**config.mk**
```make
export PLATFORM = sky130hd
export DESIGN_NAME = wdt_watchdog_timer
export DESIGN_NICKNAME = d
export VERILOG_FILES = /design/src/logic/wdt_pkg_order_note.sv /design/src/logic/wdt_pkg.sv /design/src/logic/wdt_ta_if.sv /design/src/logic/wdt_watchdog_timer.sv /design/src/logic/wdt_cnt.sv /design/src/logic/wdt_timed_access.sv
export VERILOG_INCLUDE_DIRS = /design/src /design/src/logic
export SDC_FILE = /design/constraint.sdc
export NUM_CORES = 1
export LEC_CHECK = 0
export ABC_CLOCK_PERIOD_IN_PS = 4600
export BUFFER_PORTS_ARGS = -buffer_cell sky130_fd_sc_hd__buf_4
export CAP_MARGIN = 30
export CORE_ASPECT_RATIO = 0.8
export CORE_UTILIZATION = 35
export CTS_CLUSTER_SIZE = 14
export DETAILED_ROUTE_END_ITERATION = 6
export GPL_TIMING_DRIVEN = 0
export SETUP_SLACK_MARGIN = 0.2
export SLEW_MARGIN = 20
export SYNTH_ARGS = -nofsm -noshare
export SYNTH_HDL_FRONTEND = slang
export SYNTH_SLANG_ARGS = --single-unit
```
**constraint.sdc**
```tcl
create_clock -name clock -period 4.6 [get_ports clock]
set_input_delay 0.69 -clock clock [delete_from_list [all_inputs] [get_ports clock]]
set_output_delay 0.69 -clock clock [all_outputs]
set_load 0.05 [all_outputs]
```
**src/logic/wdt_cfg.svh**
```systemverilog
`ifndef WDT_CFG_SVH
`define WDT_CFG_SVH

`define WDT_IDX_CTRL        3'h0
`define WDT_IDX_KEY         3'h1
`define WDT_IDX_IEN         3'h2
`define WDT_IDX_STAT        3'h3
`define WDT_IDX_MASK        3'h4
`define WDT_IDX_COUNT       3'h5
`define WDT_IDX_STATE       3'h6

`define WDT_CTRL_RESTART    0
`define WDT_CTRL_RST_EN     1
`define WDT_CTRL_CAUSE      2
`define WDT_CTRL_FLAG       3
`define WDT_CTRL_SEL_LO     4
`define WDT_CTRL_SEL_HI     5
`define WDT_CTRL_RUN        7
`define WDT_SEL_RESET       2'h0

`define WDT_IEN_EXT         4
`define WDT_IEN_GLOBAL      7

`define WDT_EV_TIMEOUT      0
`define WDT_EV_WDRESET      1
`define WDT_EV_W            2

`define WDT_DIV_W           27
`define WDT_TIMEOUT_0       131072
`define WDT_TIMEOUT_1       1048576
`define WDT_TIMEOUT_2       8388608
`define WDT_TIMEOUT_3       67108864

`define WDT_GRACE_CLKS      512
`define WDT_GRACE_W         9
`define WDT_MC_CLKS         4
`define WDT_HOLD_CLKS       (2 * `WDT_MC_CLKS)
`define WDT_HOLD_W          3

`define WDT_KEY_FIRST       8'hAA
`define WDT_KEY_SECOND      8'h55
`define WDT_TA_WINDOW_CLKS  8
`define WDT_TA_W            3

`endif

```
**src/logic/wdt_pkg_order_note.sv**
```systemverilog
`timescale 1ns/1ps
`default_nettype none
`default_nettype wire

```
**src/logic/wdt_pkg.sv**
```systemverilog
package wdt_pkg;

   typedef enum logic [2:0] {
      WDT_ST_COUNT = 3'b001,
      WDT_ST_GRACE = 3'b010,
      WDT_ST_RESET = 3'b100
   } wdt_state_t;

   typedef enum logic [2:0] {
      WDT_TA_IDLE  = 3'b001,
      WDT_TA_ARMED = 3'b010,
      WDT_TA_OPEN  = 3'b100
   } wdt_ta_state_t;

endpackage : wdt_pkg

```
**src/logic/wdt_ta_if.sv**
```systemverilog
`timescale 1ns/1ps
`default_nettype none
interface wdt_ta_if;
   logic       key_wr;
   logic [7:0] key_data;
   logic       consume;
   logic       open;
   modport ta   (input key_wr, input key_data, input consume, output open);
   modport core (output key_wr, output key_data, output consume, input open);
endinterface : wdt_ta_if
`default_nettype wire

```
**src/logic/wdt_watchdog_timer.sv**
```systemverilog
`timescale 1ns/1ps
`default_nettype none
`include "wdt_cfg.svh"
module wdt_watchdog_timer
   import wdt_pkg::*;
#(
   parameter int unsigned TIMEOUT_CLKS_0 = `WDT_TIMEOUT_0,
   parameter int unsigned TIMEOUT_CLKS_1 = `WDT_TIMEOUT_1,
   parameter int unsigned TIMEOUT_CLKS_2 = `WDT_TIMEOUT_2,
   parameter int unsigned TIMEOUT_CLKS_3 = `WDT_TIMEOUT_3
) (
   input  wire logic        clock,
   input  wire logic        reset_n,
   input  wire logic        clk_en,
   input  wire logic [2:0]  avs_address,
   input  wire logic        avs_read,
   input  wire logic        avs_write,
   input  wire logic [31:0] avs_writedata,
   input  wire logic [3:0]  avs_byteenable,
   output var  logic [31:0] avs_readdata,
   output wire logic        avs_waitrequest,
   output var  logic        irq,
   output var  logic        timeout_irq_req,
   output var  logic        wd_sys_reset
);

   localparam int unsigned TO0_LAST    = TIMEOUT_CLKS_0 - 1;
   localparam int unsigned TO1_LAST    = TIMEOUT_CLKS_1 - 1;
   localparam int unsigned TO2_LAST    = TIMEOUT_CLKS_2 - 1;
   localparam int unsigned TO3_LAST    = TIMEOUT_CLKS_3 - 1;
   localparam int          GRACE_LAST  = `WDT_GRACE_CLKS - 1;
   localparam int          HOLD_LAST   = `WDT_HOLD_CLKS - 1;

   // register state
   wdt_state_t                  state_reg;
   wdt_state_t                  state_next;
   logic                        run_reg;
   logic                        run_next;
   logic [1:0]                  sel_reg;
   logic [1:0]                  sel_next;
   logic                        flag_reg;
   logic                        flag_next;
   logic                        cause_reg;
   logic                        cause_next;
   logic                        rst_en_reg;
   logic                        rst_en_next;
   logic                        ext_en_reg;
   logic                        ext_en_next;
   logic                        glb_en_reg;
   logic                        glb_en_next;
   logic [`WDT_EV_W-1:0]        stat_reg;
   logic [`WDT_EV_W-1:0]        stat_next;
   logic [`WDT_EV_W-1:0]        mask_reg;
   logic [`WDT_EV_W-1:0]        mask_next;
   logic                        ack_reg;
   logic [31:0]                 rdata_reg;

   // avalon slave: one wait cycle, access completes at the second edge
   wire        bus_req     = avs_read | avs_write;
   wire        bus_done    = bus_req & ack_reg;
   wire        wr_take     = avs_write & bus_done & avs_byteenable[0];
   wire [7:0]  wdat        = avs_writedata[7:0];

   wire        sel_ctrl    = (avs_address == `WDT_IDX_CTRL);
   wire        sel_key     = (avs_address == `WDT_IDX_KEY);
   wire        sel_ien     = (avs_address == `WDT_IDX_IEN);
   wire        sel_stat    = (avs_address == `WDT_IDX_STAT);
   wire        sel_mask    = (avs_address == `WDT_IDX_MASK);
   wire        sel_count   = (avs_address == `WDT_IDX_COUNT);
   wire        sel_state   = (avs_address == `WDT_IDX_STATE);

   wire        ctrl_wr     = wr_take & sel_ctrl;
   wire        key_wr      = wr_take & sel_key;
   wire        ien_wr      = wr_take & sel_ien;
   wire        stat_wr     = wr_take & sel_stat;
   wire        mask_wr     = wr_take & sel_mask;

   assign avs_waitrequest = bus_req & ~ack_reg;

   // timed-access unlock
   wdt_ta_if ta_bus ();

   assign ta_bus.key_wr   = key_wr;
   assign ta_bus.key_data = wdat;
   assign ta_bus.consume  = ctrl_wr;

   wdt_timed_access u_ta (
      .clock   (clock),
      .reset_n (reset_n),
      .clk_en  (clk_en),
      .ta      (ta_bus.ta)
   );

   // unguarded writes still reach the cause flag, nothing else
   wire        prot_wr     = ctrl_wr & ta_bus.open;
   wire        restart     = prot_wr & wdat[`WDT_CTRL_RESTART];

   // state decode
   wire        in_count    = (state_reg == WDT_ST_COUNT);
   wire        in_grace    = (state_reg == WDT_ST_GRACE);
   wire        in_reset    = (state_reg == WDT_ST_RESET);

   // time-out divider
   logic [`WDT_DIV_W-1:0]       div_count;
   logic [`WDT_DIV_W-1:0]       div_limit;
   wire                         div_hit;
   // a restart in the same cycle as the hit wins; no time-out is seen
   wire                         div_clear = restart | in_reset;
   wire                         div_run   = run_reg & ~in_reset;

   always_comb begin
      unique case (sel_reg)
         2'h0: div_limit = TO0_LAST[`WDT_DIV_W-1:0];
         2'h1: div_limit = TO1_LAST[`WDT_DIV_W-1:0];
         2'h2: div_limit = TO2_LAST[`WDT_DIV_W-1:0];
         2'h3: div_limit = TO3_LAST[`WDT_DIV_W-1:0];
      endcase
   end

   // wraps on the hit, so the interval repeats without software help
   wdt_cnt #(.W(`WDT_DIV_W)) u_div (
      .clock   (clock),
      .reset_n (reset_n),
      .clk_en  (clk_en),
      .clear   (div_clear),
      .run     (div_run),
      .limit   (div_limit),
      .count   (div_count),
      .hit     (div_hit)
   );

   // grace span after each time-out
   logic [`WDT_GRACE_W-1:0]     grace_count;
   wire                         grace_hit;
   wire                         grace_clear = ~in_grace | restart;

   wdt_cnt #(.W(`WDT_GRACE_W)) u_grace (
      .clock   (clock),
      .reset_n (reset_n),
      .clk_en  (clk_en),
      .clear   (grace_clear),
      .run     (in_grace),
      .limit   (GRACE_LAST[`WDT_GRACE_W-1:0]),
      .count   (grace_count),
      .hit     (grace_hit)
   );

   // reset pulse length
   logic [`WDT_HOLD_W-1:0]      hold_count;
   wire                         hold_hit;

   wdt_cnt #(.W(`WDT_HOLD_W)) u_hold (
      .clock   (clock),
      .reset_n (reset_n),
      .clk_en  (clk_en),
      .clear   (~in_reset),
      .run     (in_reset),
      .limit   (HOLD_LAST[`WDT_HOLD_W-1:0]),
      .count   (hold_count),
      .hit     (hold_hit)
   );

   // sequencer
   // reset-enable only steers the end of the grace span
   wire        grace_end   = in_grace & grace_hit;
   wire        reset_entry = grace_end & rst_en_reg;
   wire        timeout_ev  = div_hit;

   always_comb begin
      state_next = state_reg;
      unique case (state_reg)
         WDT_ST_COUNT: begin
            if (timeout_ev) state_next = WDT_ST_GRACE;
         end
         WDT_ST_GRACE: begin
            if (restart) state_next = WDT_ST_COUNT;
            else if (reset_entry) state_next = WDT_ST_RESET;
            else if (grace_end) state_next = WDT_ST_COUNT;
         end
         WDT_ST_RESET: begin
            if (hold_hit) state_next = WDT_ST_COUNT;
         end
         default: state_next = WDT_ST_COUNT;
      endcase
   end

   // control fields
   // the watchdog's own reset leaves run, select and enable alone
   assign run_next    = prot_wr ? wdat[`WDT_CTRL_RUN] : run_reg;
   assign sel_next    = prot_wr ? wdat[`WDT_CTRL_SEL_HI:`WDT_CTRL_SEL_LO] : sel_reg;
   assign rst_en_next = prot_wr ? wdat[`WDT_CTRL_RST_EN] : rst_en_reg;

   // set wins over a clearing write landing in the same cycle
   assign flag_next   = timeout_ev  ? 1'b1 :
                        reset_entry ? 1'b0 :
                        prot_wr     ? wdat[`WDT_CTRL_FLAG] : flag_reg;

   // only a zero write clears it; guarded writes are not needed here
   assign cause_next  = reset_entry ? 1'b1 :
                        (ctrl_wr && !wdat[`WDT_CTRL_CAUSE]) ? 1'b0 : cause_reg;

   assign ext_en_next = ien_wr ? wdat[`WDT_IEN_EXT]    : ext_en_reg;
   assign glb_en_next = ien_wr ? wdat[`WDT_IEN_GLOBAL] : glb_en_reg;

   // event status, write one to clear, events win
   wire [`WDT_EV_W-1:0] events   = {reset_entry, timeout_ev};
   wire [`WDT_EV_W-1:0] stat_clr = stat_wr ? wdat[`WDT_EV_W-1:0] : '0;

   assign stat_next = events | (stat_reg & ~stat_clr);
   assign mask_next = mask_wr ? wdat[`WDT_EV_W-1:0] : mask_reg;

   wire   irq_next      = |(stat_next & mask_next);
   wire   wd_irq_next   = flag_next & ext_en_next & glb_en_next;

   // read data
   wire [7:0]  ctrl_view = {run_reg, 1'b0, sel_reg, flag_reg, cause_reg, rst_en_reg, 1'b0};
   wire [7:0]  ien_view  = {glb_en_reg, 2'h0, ext_en_reg, 4'h0};
   wire [7:0]  state_view = {4'h0, ta_bus.open, state_reg};

   wire [31:0] rd_mux =
      sel_ctrl  ? {24'h000000, ctrl_view}  :
      sel_ien   ? {24'h000000, ien_view}   :
      sel_stat  ? {{(32-`WDT_EV_W){1'b0}}, stat_reg} :
      sel_mask  ? {{(32-`WDT_EV_W){1'b0}}, mask_reg} :
      sel_count ? {{(32-`WDT_DIV_W){1'b0}}, div_count} :
      sel_state ? {24'h000000, state_view} :
                  32'h00000000;

   // flops
   always_ff @(posedge clock or negedge reset_n) begin
      if (!reset_n) begin
         ack_reg   <= 1'b0;
         rdata_reg <= 32'h00000000;
      end else if (clk_en) begin
         ack_reg   <= bus_req & ~ack_reg;
         if (avs_read && !ack_reg) rdata_reg <= rd_mux;
      end
   end

   // power-on/fail reset: watchdog stopped, shortest interval
   always_ff @(posedge clock or negedge reset_n) begin
      if (!reset_n) begin
         state_reg  <= WDT_ST_COUNT;
         run_reg    <= 1'b0;
         sel_reg    <= `WDT_SEL_RESET;
         flag_reg   <= 1'b0;
         cause_reg  <= 1'b0;
         rst_en_reg <= 1'b0;
         ext_en_reg <= 1'b0;
         glb_en_reg <= 1'b0;
      end else if (clk_en) begin
         state_reg  <= state_next;
         run_reg    <= run_next;
         sel_reg    <= sel_next;
         flag_reg   <= flag_next;
         cause_reg  <= cause_next;
         rst_en_reg <= rst_en_next;
         ext_en_reg <= ext_en_next;
         glb_en_reg <= glb_en_next;
      end
   end

   always_ff @(posedge clock or negedge reset_n) begin
      if (!reset_n) begin
         stat_reg        <= '0;
         mask_reg        <= '0;
         irq             <= 1'b0;
         timeout_irq_req <= 1'b0;
         wd_sys_reset    <= 1'b0;
      end else if (clk_en) begin
         stat_reg        <= stat_next;
         mask_reg        <= mask_next;
         irq             <= irq_next;
         timeout_irq_req <= wd_irq_next;
         wd_sys_reset    <= (state_next == WDT_ST_RESET);
      end
   end

   assign avs_readdata = rdata_reg;

endmodule : wdt_watchdog_timer
`default_nettype wire

```
**src/logic/wdt_cnt.sv**
```systemverilog
`timescale 1ns/1ps
`default_nettype none
module wdt_cnt #(
   parameter int W = 8
) (
   input  wire logic         clock,
   input  wire logic         reset_n,
   input  wire logic         clk_en,
   input  wire logic         clear,
   input  wire logic         run,
   input  wire logic [W-1:0] limit,
   output var  logic [W-1:0] count,
   output wire logic         hit
);
   wire [W-1:0] count_inc = count + {{(W-1){1'b0}}, 1'b1};

   assign hit = run & ~clear & (count == limit);

   always_ff @(posedge clock or negedge reset_n) begin
      if (!reset_n) begin
         count <= '0;
      end else if (clk_en) begin
         if (clear) begin
            count <= '0;
         end else if (run) begin
            count <= hit ? '0 : count_inc;
         end
      end
   end
endmodule : wdt_cnt
`default_nettype wire

```
**src/logic/wdt_timed_access.sv**
```systemverilog
`timescale 1ns/1ps
`default_nettype none
`include "wdt_cfg.svh"
module wdt_timed_access
   import wdt_pkg::*;
(
   input  wire logic clock,
   input  wire logic reset_n,
   input  wire logic clk_en,
   wdt_ta_if.ta      ta
);
   localparam int TA_LAST_I = `WDT_TA_WINDOW_CLKS - 1;

   wdt_ta_state_t             state_reg;
   wdt_ta_state_t             state_next;
   logic [`WDT_TA_W-1:0]      win_reg;

   wire key_first  = ta.key_wr & (ta.key_data == `WDT_KEY_FIRST);
   wire key_second = ta.key_wr & (ta.key_data == `WDT_KEY_SECOND);
   wire win_done   = (win_reg == TA_LAST_I[`WDT_TA_W-1:0]);

   // window closes on use, on timeout, or on any stray key write
   always_comb begin
      state_next = state_reg;
      unique case (state_reg)
         WDT_TA_IDLE:  if (key_first) state_next = WDT_TA_ARMED;
         WDT_TA_ARMED: if (ta.key_wr) state_next = key_second ? WDT_TA_OPEN : WDT_TA_IDLE;
         WDT_TA_OPEN: begin
            if (ta.consume || win_done) state_next = WDT_TA_IDLE;
            else if (ta.key_wr) state_next = key_first ? WDT_TA_ARMED : WDT_TA_IDLE;
         end
         default:      state_next = WDT_TA_IDLE;
      endcase
   end

   always_ff @(posedge clock or negedge reset_n) begin
      if (!reset_n) begin
         state_reg <= WDT_TA_IDLE;
         win_reg   <= '0;
      end else if (clk_en) begin
         state_reg <= state_next;
         win_reg   <= (state_reg == WDT_TA_OPEN) ? win_reg + {{(`WDT_TA_W-1){1'b0}}, 1'b1} : '0;
      end
   end

   assign ta.open = (state_reg == WDT_TA_OPEN);
endmodule : wdt_timed_access
`default_nettype wire

```
==> results.cfg, run 1 <==
[power]
switching_share_pct = 31.1
p_int_mw = 1.33
power_frac_comb_pct = 16.8
cellPowerDensity_mw_per_mm2 = 340
power.leakage_nw = 2.50
pwr-share-seq_pct = 47.6
pwr-share-clk_pct = 35.6
p_switching_uw = 601
peakVddDrop_uv = 189

[critical_path]
crit_end = u_div.count[18]
worst-setup-path-type = flip-flop to flip-flop
r2r_slack_ps = 2020
cp.arrival_ps = 2790
endpoint_kind = flip-flop
path_max_fanout = 10
critPathRequiredTime_ps = 4810
startpoint = u_ta.state_reg[1]
worstReg2RegStart = u_ta.state_reg[1]
reg2reg_depth = 7
r2r_end = u_div.count[18]
cp-start-kind = flip-flop

[cts]
htreeDepth = 3
cts_tree = built
clk_latency_ps = 360
cts_setup_buffers = 0
hold_buffers = 0
clkSinkCount = 91
cts_max_path_buffers = 2
cts_root_buf = clkbuf_16
cts_resized = 0
clkTransAtPathRegs_ps = 70
cts_buffers = 9

[timing]
setup_viol = 0
worst_pin_slew_ps = 848
drv_slew = 0
slew_headroom_pct = 43.5
fin_worst_skew_ps = 7.64
period_share_pct = 56.0
rsz0062_at_grt = false
final_hold_viol_count = 0
min_period_ps = 2580
tns_ps = 0
fmax_ghz = 0.388
fin_hold_ws_ps = 383

[floorplanning]
ios = 80
die_area_mm2 = 0.0143
die_x_um = 133
die_y_um = 107
start_util_pct = 35.7
rows = 38
core_area_mm2 = 0.0136

[logic_synthesis]
synthSimpleGateAreaFrac_pct = 21.0
ys_types = 63
netlist_instances = 501
yosys_warnings = 0
ys_seq_elements = 91
async_flop_share_pct = 100
yosysMostFrequentCell = dfrtp_1
synthAdderAreaFrac_pct = 1.81
synth_top_area_share_pct = 46.0
synth_commonest_cells = 89 x dfrtp_1, 44 x o21ai_0, 41 x nand2_1
synth_top_family_by_area = simple AND/OR/NAND/NOR gates
synth.area.top_cells = dfrtp_1 46%, o21ai_0 4.5%, a22o_1 4.5%, nand2_1 3.2%, nand3_1 3.0%
syn_area_mm2 = 0.00484
synth-seq-area-share_pct = 47.1
yosys-mux-area-fraction_pct = 5.07
avgSynthCellArea_um2 = 9.66
synthXorXnorAreaFrac_pct = 0.362
synth_area_leader_cell = dfrtp_1
synthFlopType = dfrtp_1
synth_compound_area_share_pct = 19.6
synth_edf_count = 0

[outcome]
status = complete, no violations

[global_route]
grt_pass1_wl_um = 20400
met3_usage_pct = 2.98
use_met1_pct = 27.6
track_usage_pct = 18.4
grt_max_degree = 92
grt_use_met2_pct = 25.3
grt_pass1_vias = 3872
antenna_found_initial = 0
busiest_layer = met1
grt_overflow = 0

[detailed_routing]
ant_nets = 0
routed_wirelength_um = 12400
vias = 4128
drcViolationCount = 0
drt_pre_antenna_iters = 5
wl_per_cell_um = 16.6
drt-vias-per-instance = 5.54
drt_iter0_drc = 284

[final_layout]
synthToLayoutAreaGrowth_pct = 17.4
drive_gt1_share_pct = 17.2
antenna_cells = 0
nNetsFinal = 611

[placement]
gp_congestion = 0.826
port_buffers = 44
dp_hpwl_um = 8880

[hold_path]
hold_path_class = input port to asynchronous set/reset pin

[run]
drv_cap = 0
placed cells by master (no fill, tap or decap), drive strengths merged, types with 5 or more instances in the layout:
cell type	count
nor3	10
nor4	7
and3	7
nand2	41
ha	7
a22o	25
conb	5
nand3	29
o21ai	47
nor3b	7
buf	59
nor2b	7
mux2i	11
a31oi	5
nor2	28
dfrtp	89
nand2b	5
nand4	8
a22oi	5
mux2	12
clkbuf	25
o221ai	5
or3	14
inv	25
a21oi	22
power groups by stage:
| stage | registers, mW | logic [mW] | clock network, mW |
|---|---|---|---|
| final | 0.921 | 0.326 | 0.689 |
| after global routing | 0.929 | 0.354 | 0.741 |
| after CTS | 0.919 | 0.329 | 0.708 |
| after detailed placement | 0.934 | 0.328 | 0 |
| after global placement | 0.932 | 0.323 | 0 |
| after floorplan | 1.01 | 0.131 | 0 |
through the flow:
stage                     power [mW]  instance area [µm²]  std cells  utilization [%]  setup WS (ps)
final                           1.94                 5690        745             42.0           2020
after global placement          1.25                 5410        729             39.9           1770
after global routing            2.02                 5690        745             42.0           1820
after floorplan                 1.14                 4860        505                -           2270
after detailed placement        1.26                 5420        729             40.0           1680
after CTS                       1.96                 5690        745             42.0           2020
cell families after synthesis:
group / after synthesis
simple gates: 185
compound gates: 138
flops: 91
buf+inv: 54
mux: 23
fa+ha+maj: 7
xor+xnor: 2
other cells: 1
critical path, cell delays in order (launching register included):
cell and delay, ps:
dfrtp_1 450, nor3b_2 360, nand4_1 380, o21a_1 290, clkbuf_1 270, clkbuf_1 330, o21ai_0 210, o21ai_0 130
routing by layer:
metal  part of all wire (%)  wire, µm
met1                     51      6310
met2                     41      5130
met3                    5.4       673
met4                    2.1       256
met5                      0         0
area by class of cell:
cell class,instances,area (µm²)
plain buffers,30,151
clock buffers,10,229
clock inverters,6,41.3
fillers,1318,7870
inverters,24,90.1
multi-input cells,360,2330
flip-flops and latches,91,2280
well taps,180,225
repair buffers,44,334
how the worst min path moves through the flow:
stage,start,to,slack [ps],cells past startpoint
after global placement,u_ta.win_reg[0],u_ta.win_reg[0],470,1
after detailed placement,avs_readdata[1],avs_readdata[1],480,2
after floorplan,reset_n,ack_reg,390,0
final,reset_n,mask_reg[1],380,1
after global routing,reset_n,u_grace.count[5],490,1
after CTS,reset_n,u_grace.count[3],450,1
(Power assumes the default switching activity.)
==> run 2: changes to the inputs <==
Settings changed: ABC_CLOCK_PERIOD_IN_PS 4600 to 2170.
Clock period 4.6 ns to 2.17 ns, I/O delays scaled along.
==> run 2 against run 1 <==
Against the previous run: the run now ends with negative setup slack left; clock-buffer cell count is the same; global-route usage grew 1.3 points; clock skew shrank 1.9 ps; total power grew 120%; fmax grew 17%; critical path depth is the same; wire length grew 10%; non-clock buffer count grew 41; critical endpoint is now u_div.count[2].
==> results.cfg, run 2 (synthesis results as in run 1) <==
[global_route]
grt_max_degree = 92
grt_pass1_wl_um = 21700
grt_overflow = 0
track_usage_pct = 19.8
antenna_found_initial = 0
grt_pass1_vias = 4160

[run]
drv_cap = 0

[final_layout]
final_cell_area_mm2 = 0.00644
final_common_cell = dfrtp_1
n_fill_cell = 1241
antenna_cells = 0
fin_cells = 786
fin_util_pct = 47.5
drive_gt1_share_pct = 32.3
synthToLayoutAreaGrowth_pct = 33.0
nNetsFinal = 652
final_cell_mix = 84 x dfrtp_1, 82 x buf_4, 39 x nand2_1

[timing]
tns_ps = -127
fin_worst_skew_ps = 5.75
rsz0062_at_grt = true
period_share_pct = 101
min_period_ps = 2200
slew_headroom_pct = 44.1
setup_viol = 8
drv_slew = 0
worst_pin_slew_ps = 838
worst_slack_ps = -31.7
fmax_ghz = 0.454
final_hold_viol_count = 0

[outcome]
failed_checks = negative setup slack
status = finished, violations left

[cts]
cts_root_buf = clkbuf_16
cts_tree = built
clkTransAtPathRegs_ps = 60
cts_buffers = 9
clkSinkCount = 91
clk_latency_ps = 350
hold_buffers = 0
htreeDepth = 3
cts_max_path_buffers = 2

[critical_path]
reg2reg_depth = 7
worstReg2RegStart = u_div.count[21]
cp-start-kind = flip-flop
path_max_fanout = 5
worst-setup-path-type = flip-flop to flip-flop
r2r_end = u_div.count[2]
r2r_slack_ps = -30
endpoint_kind = flip-flop
critPathRequiredTime_ps = 2410
cp.arrival_ps = 2440

[hold_path]
hold_path_class = input port to asynchronous set/reset pin

[placement]
place_area_mm2 = 0.00547
port_buffers = 44
dp_cells = 729
gp_congestion = 0.873
dp_hpwl_um = 8900

[detailed_routing]
routed_wirelength_um = 13600
drcViolationCount = 0
vias = 4347
drt_pre_antenna_iters = 5
wl_per_cell_um = 17.3
drt_iter0_drc = 398
ant_nets = 0
drt-vias-per-instance = 5.53

[floorplanning]
core_area_mm2 = 0.0136
die_area_mm2 = 0.0143
die_y_um = 107
start_util_pct = 35.7
ios = 80
die_x_um = 133
rows = 38

[power]
cellPowerDensity_mw_per_mm2 = 665
power.leakage_nw = 2.84
p_total_mw = 4.28
peakVddDrop_uv = 391
-- run 2: changes by cell type in the layout (fill, tap and decap cells not counted), moves of 7 or more --
cell	change
buf_6	+10
clkbuf_1	-7
o21ai_0	-19
o21ai_1	+12
buf_4	+34
-- run 2: worst max path at each step --
stage,end,slack [ps],from
after floorplan,u_div.count[25],50,u_div.count[21]
after global placement,u_div.count[18],-410,u_ta.state_reg[1]
after detailed placement,u_div.count[18],-470,u_ta.state_reg[1]
after CTS,u_div.count[2],-80,u_div.count[21]
after global routing,u_div.count[2],-120,u_div.count[21]
final,u_div.count[2],-30,u_div.count[21]
-- run 2: routing by layer --
metal | routed length, µm | part of all wire, % | GRT usage [%]
met5 | 0 | 0 | 0
met4 | 269 | 2.0 | 9.01
met3 | 587 | 4.3 | 2.88
met2 | 6030 | 44 | 29.4
met1 | 6740 | 49 | 28.3
-- run 2: metrics by stage --
stage / hold slack [ps] / worst slack [ps]
floorplan: 29.9 / 49.8
global placement: 476 / -413
detailed placement: 474 / -469
CTS: 93.3 / -84.6
global route: 125 / -122
finish: 37.2 / -31.7
-- run 2: cell type report --
cell class / count / area, µm² / area share [%]
multi-input cells: 360 / 2680 / 41.6
flip-flops and latches: 91 / 2290 / 35.5
repair buffers: 85 / 672 / 10.4
clock buffers: 10 / 229 / 3.56
well taps: 180 / 225 / 3.50
plain buffers: 30 / 188 / 2.92
inverters: 24 / 95.1 / 1.48
clock inverters: 6 / 66.3 / 1.03
-- run 2: what timing repair did --
action | in CTS | in global routing
endpoints found under the setup margin | 64 | 57
cloned | 2 | 0
pin swaps | 31 | 20
buffers inserted | 23 | 16
gates resized for setup | 63 | 45
-- run 2: worst max-delay path, cell delays in order (launching register included) --
cell      delay (ps)
dfrtp_1          380
buf_6            120
or4_4            550
a2111o_1         470
o21ai_4          220
buf_6            150
nor3b_2           40
a21o_1           160
-- run 2: power breakdown --
group | internal, mW | switching (mW) | leakage [nW]
registers | 1.83 | 0.133 | 1.18
logic | 0.261 | 0.485 | 1.52
clock network | 0.892 | 0.684 | 0.135
total | 2.98 | 1.30 | 2.84
==> run 3: changes to the inputs <==
Settings changed: BUFFER_PORTS_ARGS -buffer_cell sky130_fd_sc_hd__buf_4 to -buffer_cell sky130_fd_sc_hd__buf_2, CAP_MARGIN 30 to unset.
==> run 3 against run 2 <==
Against the previous run: largest cell class unchanged; the flow still finishes with violations (negative setup slack); final cell count is 0.51% lower; worst hold slack better by 200 ps; clock skew rose by 6.4 ps; combinational power is 6.6% lower; design area down 0.47%; highest routed layer unchanged; sequential power barely moved; register-to-register slack got worse by 30 ps; non-clock buffer count shrank 4; core utilization is 0.22 points lower; die area stayed put; sequential share of layout area up 0.17 points; global-route usage shrank 0.30 points.
==> results.cfg, run 3 (synthesis results as in run 1) <==
[placement]
port_buffers = 44
dp_hpwl_um = 9130
gp_congestion = 0.842
dp_cells = 730
place_area_mm2 = 0.00539

[detailed_routing]
ant_nets = 0
vias = 4350
drt-vias-per-instance = 5.56
wl_per_cell_um = 17.8
drcViolationCount = 0
drt_iter0_drc = 259
drt_pre_antenna_iters = 5
routed_wirelength_um = 13900

[timing]
setup_viol = 16
fmax_ghz = 0.447
period_share_pct = 103
worst_slack_ps = -66.6
fin_hold_ws_ps = 234
drv_slew = 0
rsz0062_at_grt = true
slew_headroom_pct = 54.9
min_period_ps = 2240
worst_pin_slew_ps = 676
fin_worst_skew_ps = 12.2
final_hold_viol_count = 0

[final_layout]
nNetsFinal = 648
synthToLayoutAreaGrowth_pct = 32.4
drive_gt1_share_pct = 32.7
final_cell_area_mm2 = 0.00641
fin_util_pct = 47.3
final_cell_mix = 84 x dfrtp_1, 48 x buf_2, 40 x nand2_1
antenna_cells = 0
fin_cells = 782
final_common_cell = dfrtp_1

[cts]
htreeDepth = 3
cts_buffers = 9
clk_latency_ps = 360
clkSinkCount = 91
cts_tree = built
cts_max_path_buffers = 2
clkTransAtPathRegs_ps = 70
cts_root_buf = clkbuf_16

[critical_path]
r2r_end = u_div.count[7]
worst-setup-path-type = flip-flop to flip-flop
r2r_slack_ps = -70
worstReg2RegStart = sel_reg[1]
critPathRequiredTime_ps = 2420
path_max_fanout = 5
reg2reg_depth = 6
cp-start-kind = flip-flop
cp.arrival_ps = 2490
endpoint_kind = flip-flop

[global_route]
grt_max_degree = 65
track_usage_pct = 19.5
grt_pass1_vias = 4057
grt_overflow = 0
antenna_found_initial = 0
grt_pass1_wl_um = 21500

[floorplanning]
core_area_mm2 = 0.0136
ios = 80
rows = 38
die_area_mm2 = 0.0143
die_x_um = 133
start_util_pct = 35.7
die_y_um = 107

[hold_path]
min_from = avs_writedata[5]
whs_path_depth = 2
hold_path_class = input port to flip-flop
holdPathEnd = sel_reg[1]

[power]
peakVddDrop_uv = 419
power_frac_comb_pct = 16.5
p_switching_mw = 1.30
cellPowerDensity_mw_per_mm2 = 661
pwr-share-seq_pct = 46.1
p_int_mw = 2.93
switching_share_pct = 30.8
p_total_mw = 4.24
pwr-share-clk_pct = 37.4
power.leakage_nw = 2.82

[outcome]
failed_checks = negative setup slack
status = finished, violations left

[run]
drv_cap = 0
run 3: cell count changes in the layout (fill, tap and decap cells not counted), moves of 2 or more:
cell and delta:
buf_4 -54, buf_2 +43, o21ai_1 +4, buf_8 +3, nand3_1 -3, nand3_2 +3, a21oi_1 -2, a21oi_2 +2
buf_6 +2, clkinvlp_4 -2, o21ai_0 -2, o21ai_2 -2, o22ai_1 -2, o22ai_2 +2
run 3: what timing repair did:
item                                    CTS  global route
pin swaps                                19            34
endpoints found under the setup margin   64            55
setup buffers                            17            16
gates resized for setup                  50            69
endpoints found under the hold margin    27             0
hold buffers                              1             0
cloned                                    0             2
run 3: metal layers:
metal  GRT usage (%)  vias up  routed length, µm
li1                -     2046                  -
met1            27.1     2136               6500
met2            29.4      143               6250
met3            4.16       25                880
met4            7.79        0                263
met5               0        -                  0
run 3: worst max-delay path by stage:
stage / startpoint / to / slack (ps) / depth (start not counted)
final: sel_reg[1] / u_div.count[7] / -70 / 6
after global routing: sel_reg[0] / u_div.count[7] / -150 / 7
after CTS: sel_reg[1] / u_div.count[10] / -50 / 6
after detailed placement: u_ta.state_reg[1] / u_div.count[18] / -470 / 7
after floorplan: u_div.count[21] / u_div.count[25] / 50 / 6
after global placement: u_ta.state_reg[1] / u_div.count[18] / -420 / 7
run 3: power by group through the flow:
stage,Sequential (mW),Clock (mW),Combinational (mW)
6_report,1.95,1.58,0.698
5_1_grt,1.97,1.69,0.752
3_5_place_dp,1.98,0,0.662
3_3_place_gp,1.98,0,0.641
4_1_cts,1.95,1.61,0.675
2_1_floorplan,2.14,0,0.280
run 3: final cells by class:
cell class	count	area, µm²
timing repair buffer	81	586
inverter	24	95.1
multi-input combinational	360	2720
clock buffer	10	229
sequential	91	2290
buffer	30	198
clock inverter	6	65.1
fill	1229	7140
tap	180	225
run 3: worst max-delay path: stages (launching register included):
cell,delay [ps]
dfrtp_2,460
or4_4,580
a2111o_1,480
o21ai_4,250
buf_6,150
nor4_1,50
a21o_1,160
run 3: per-stage QoR:
stage / worst slack, ps / setup TNS (ps)
after detailed placement: -467 / -12940
after global placement: -422 / -21360
after CTS: -50.2 / -530
final: -66.6 / -590
after floorplan: 49.8 / 0
after global routing: -146 / -2570
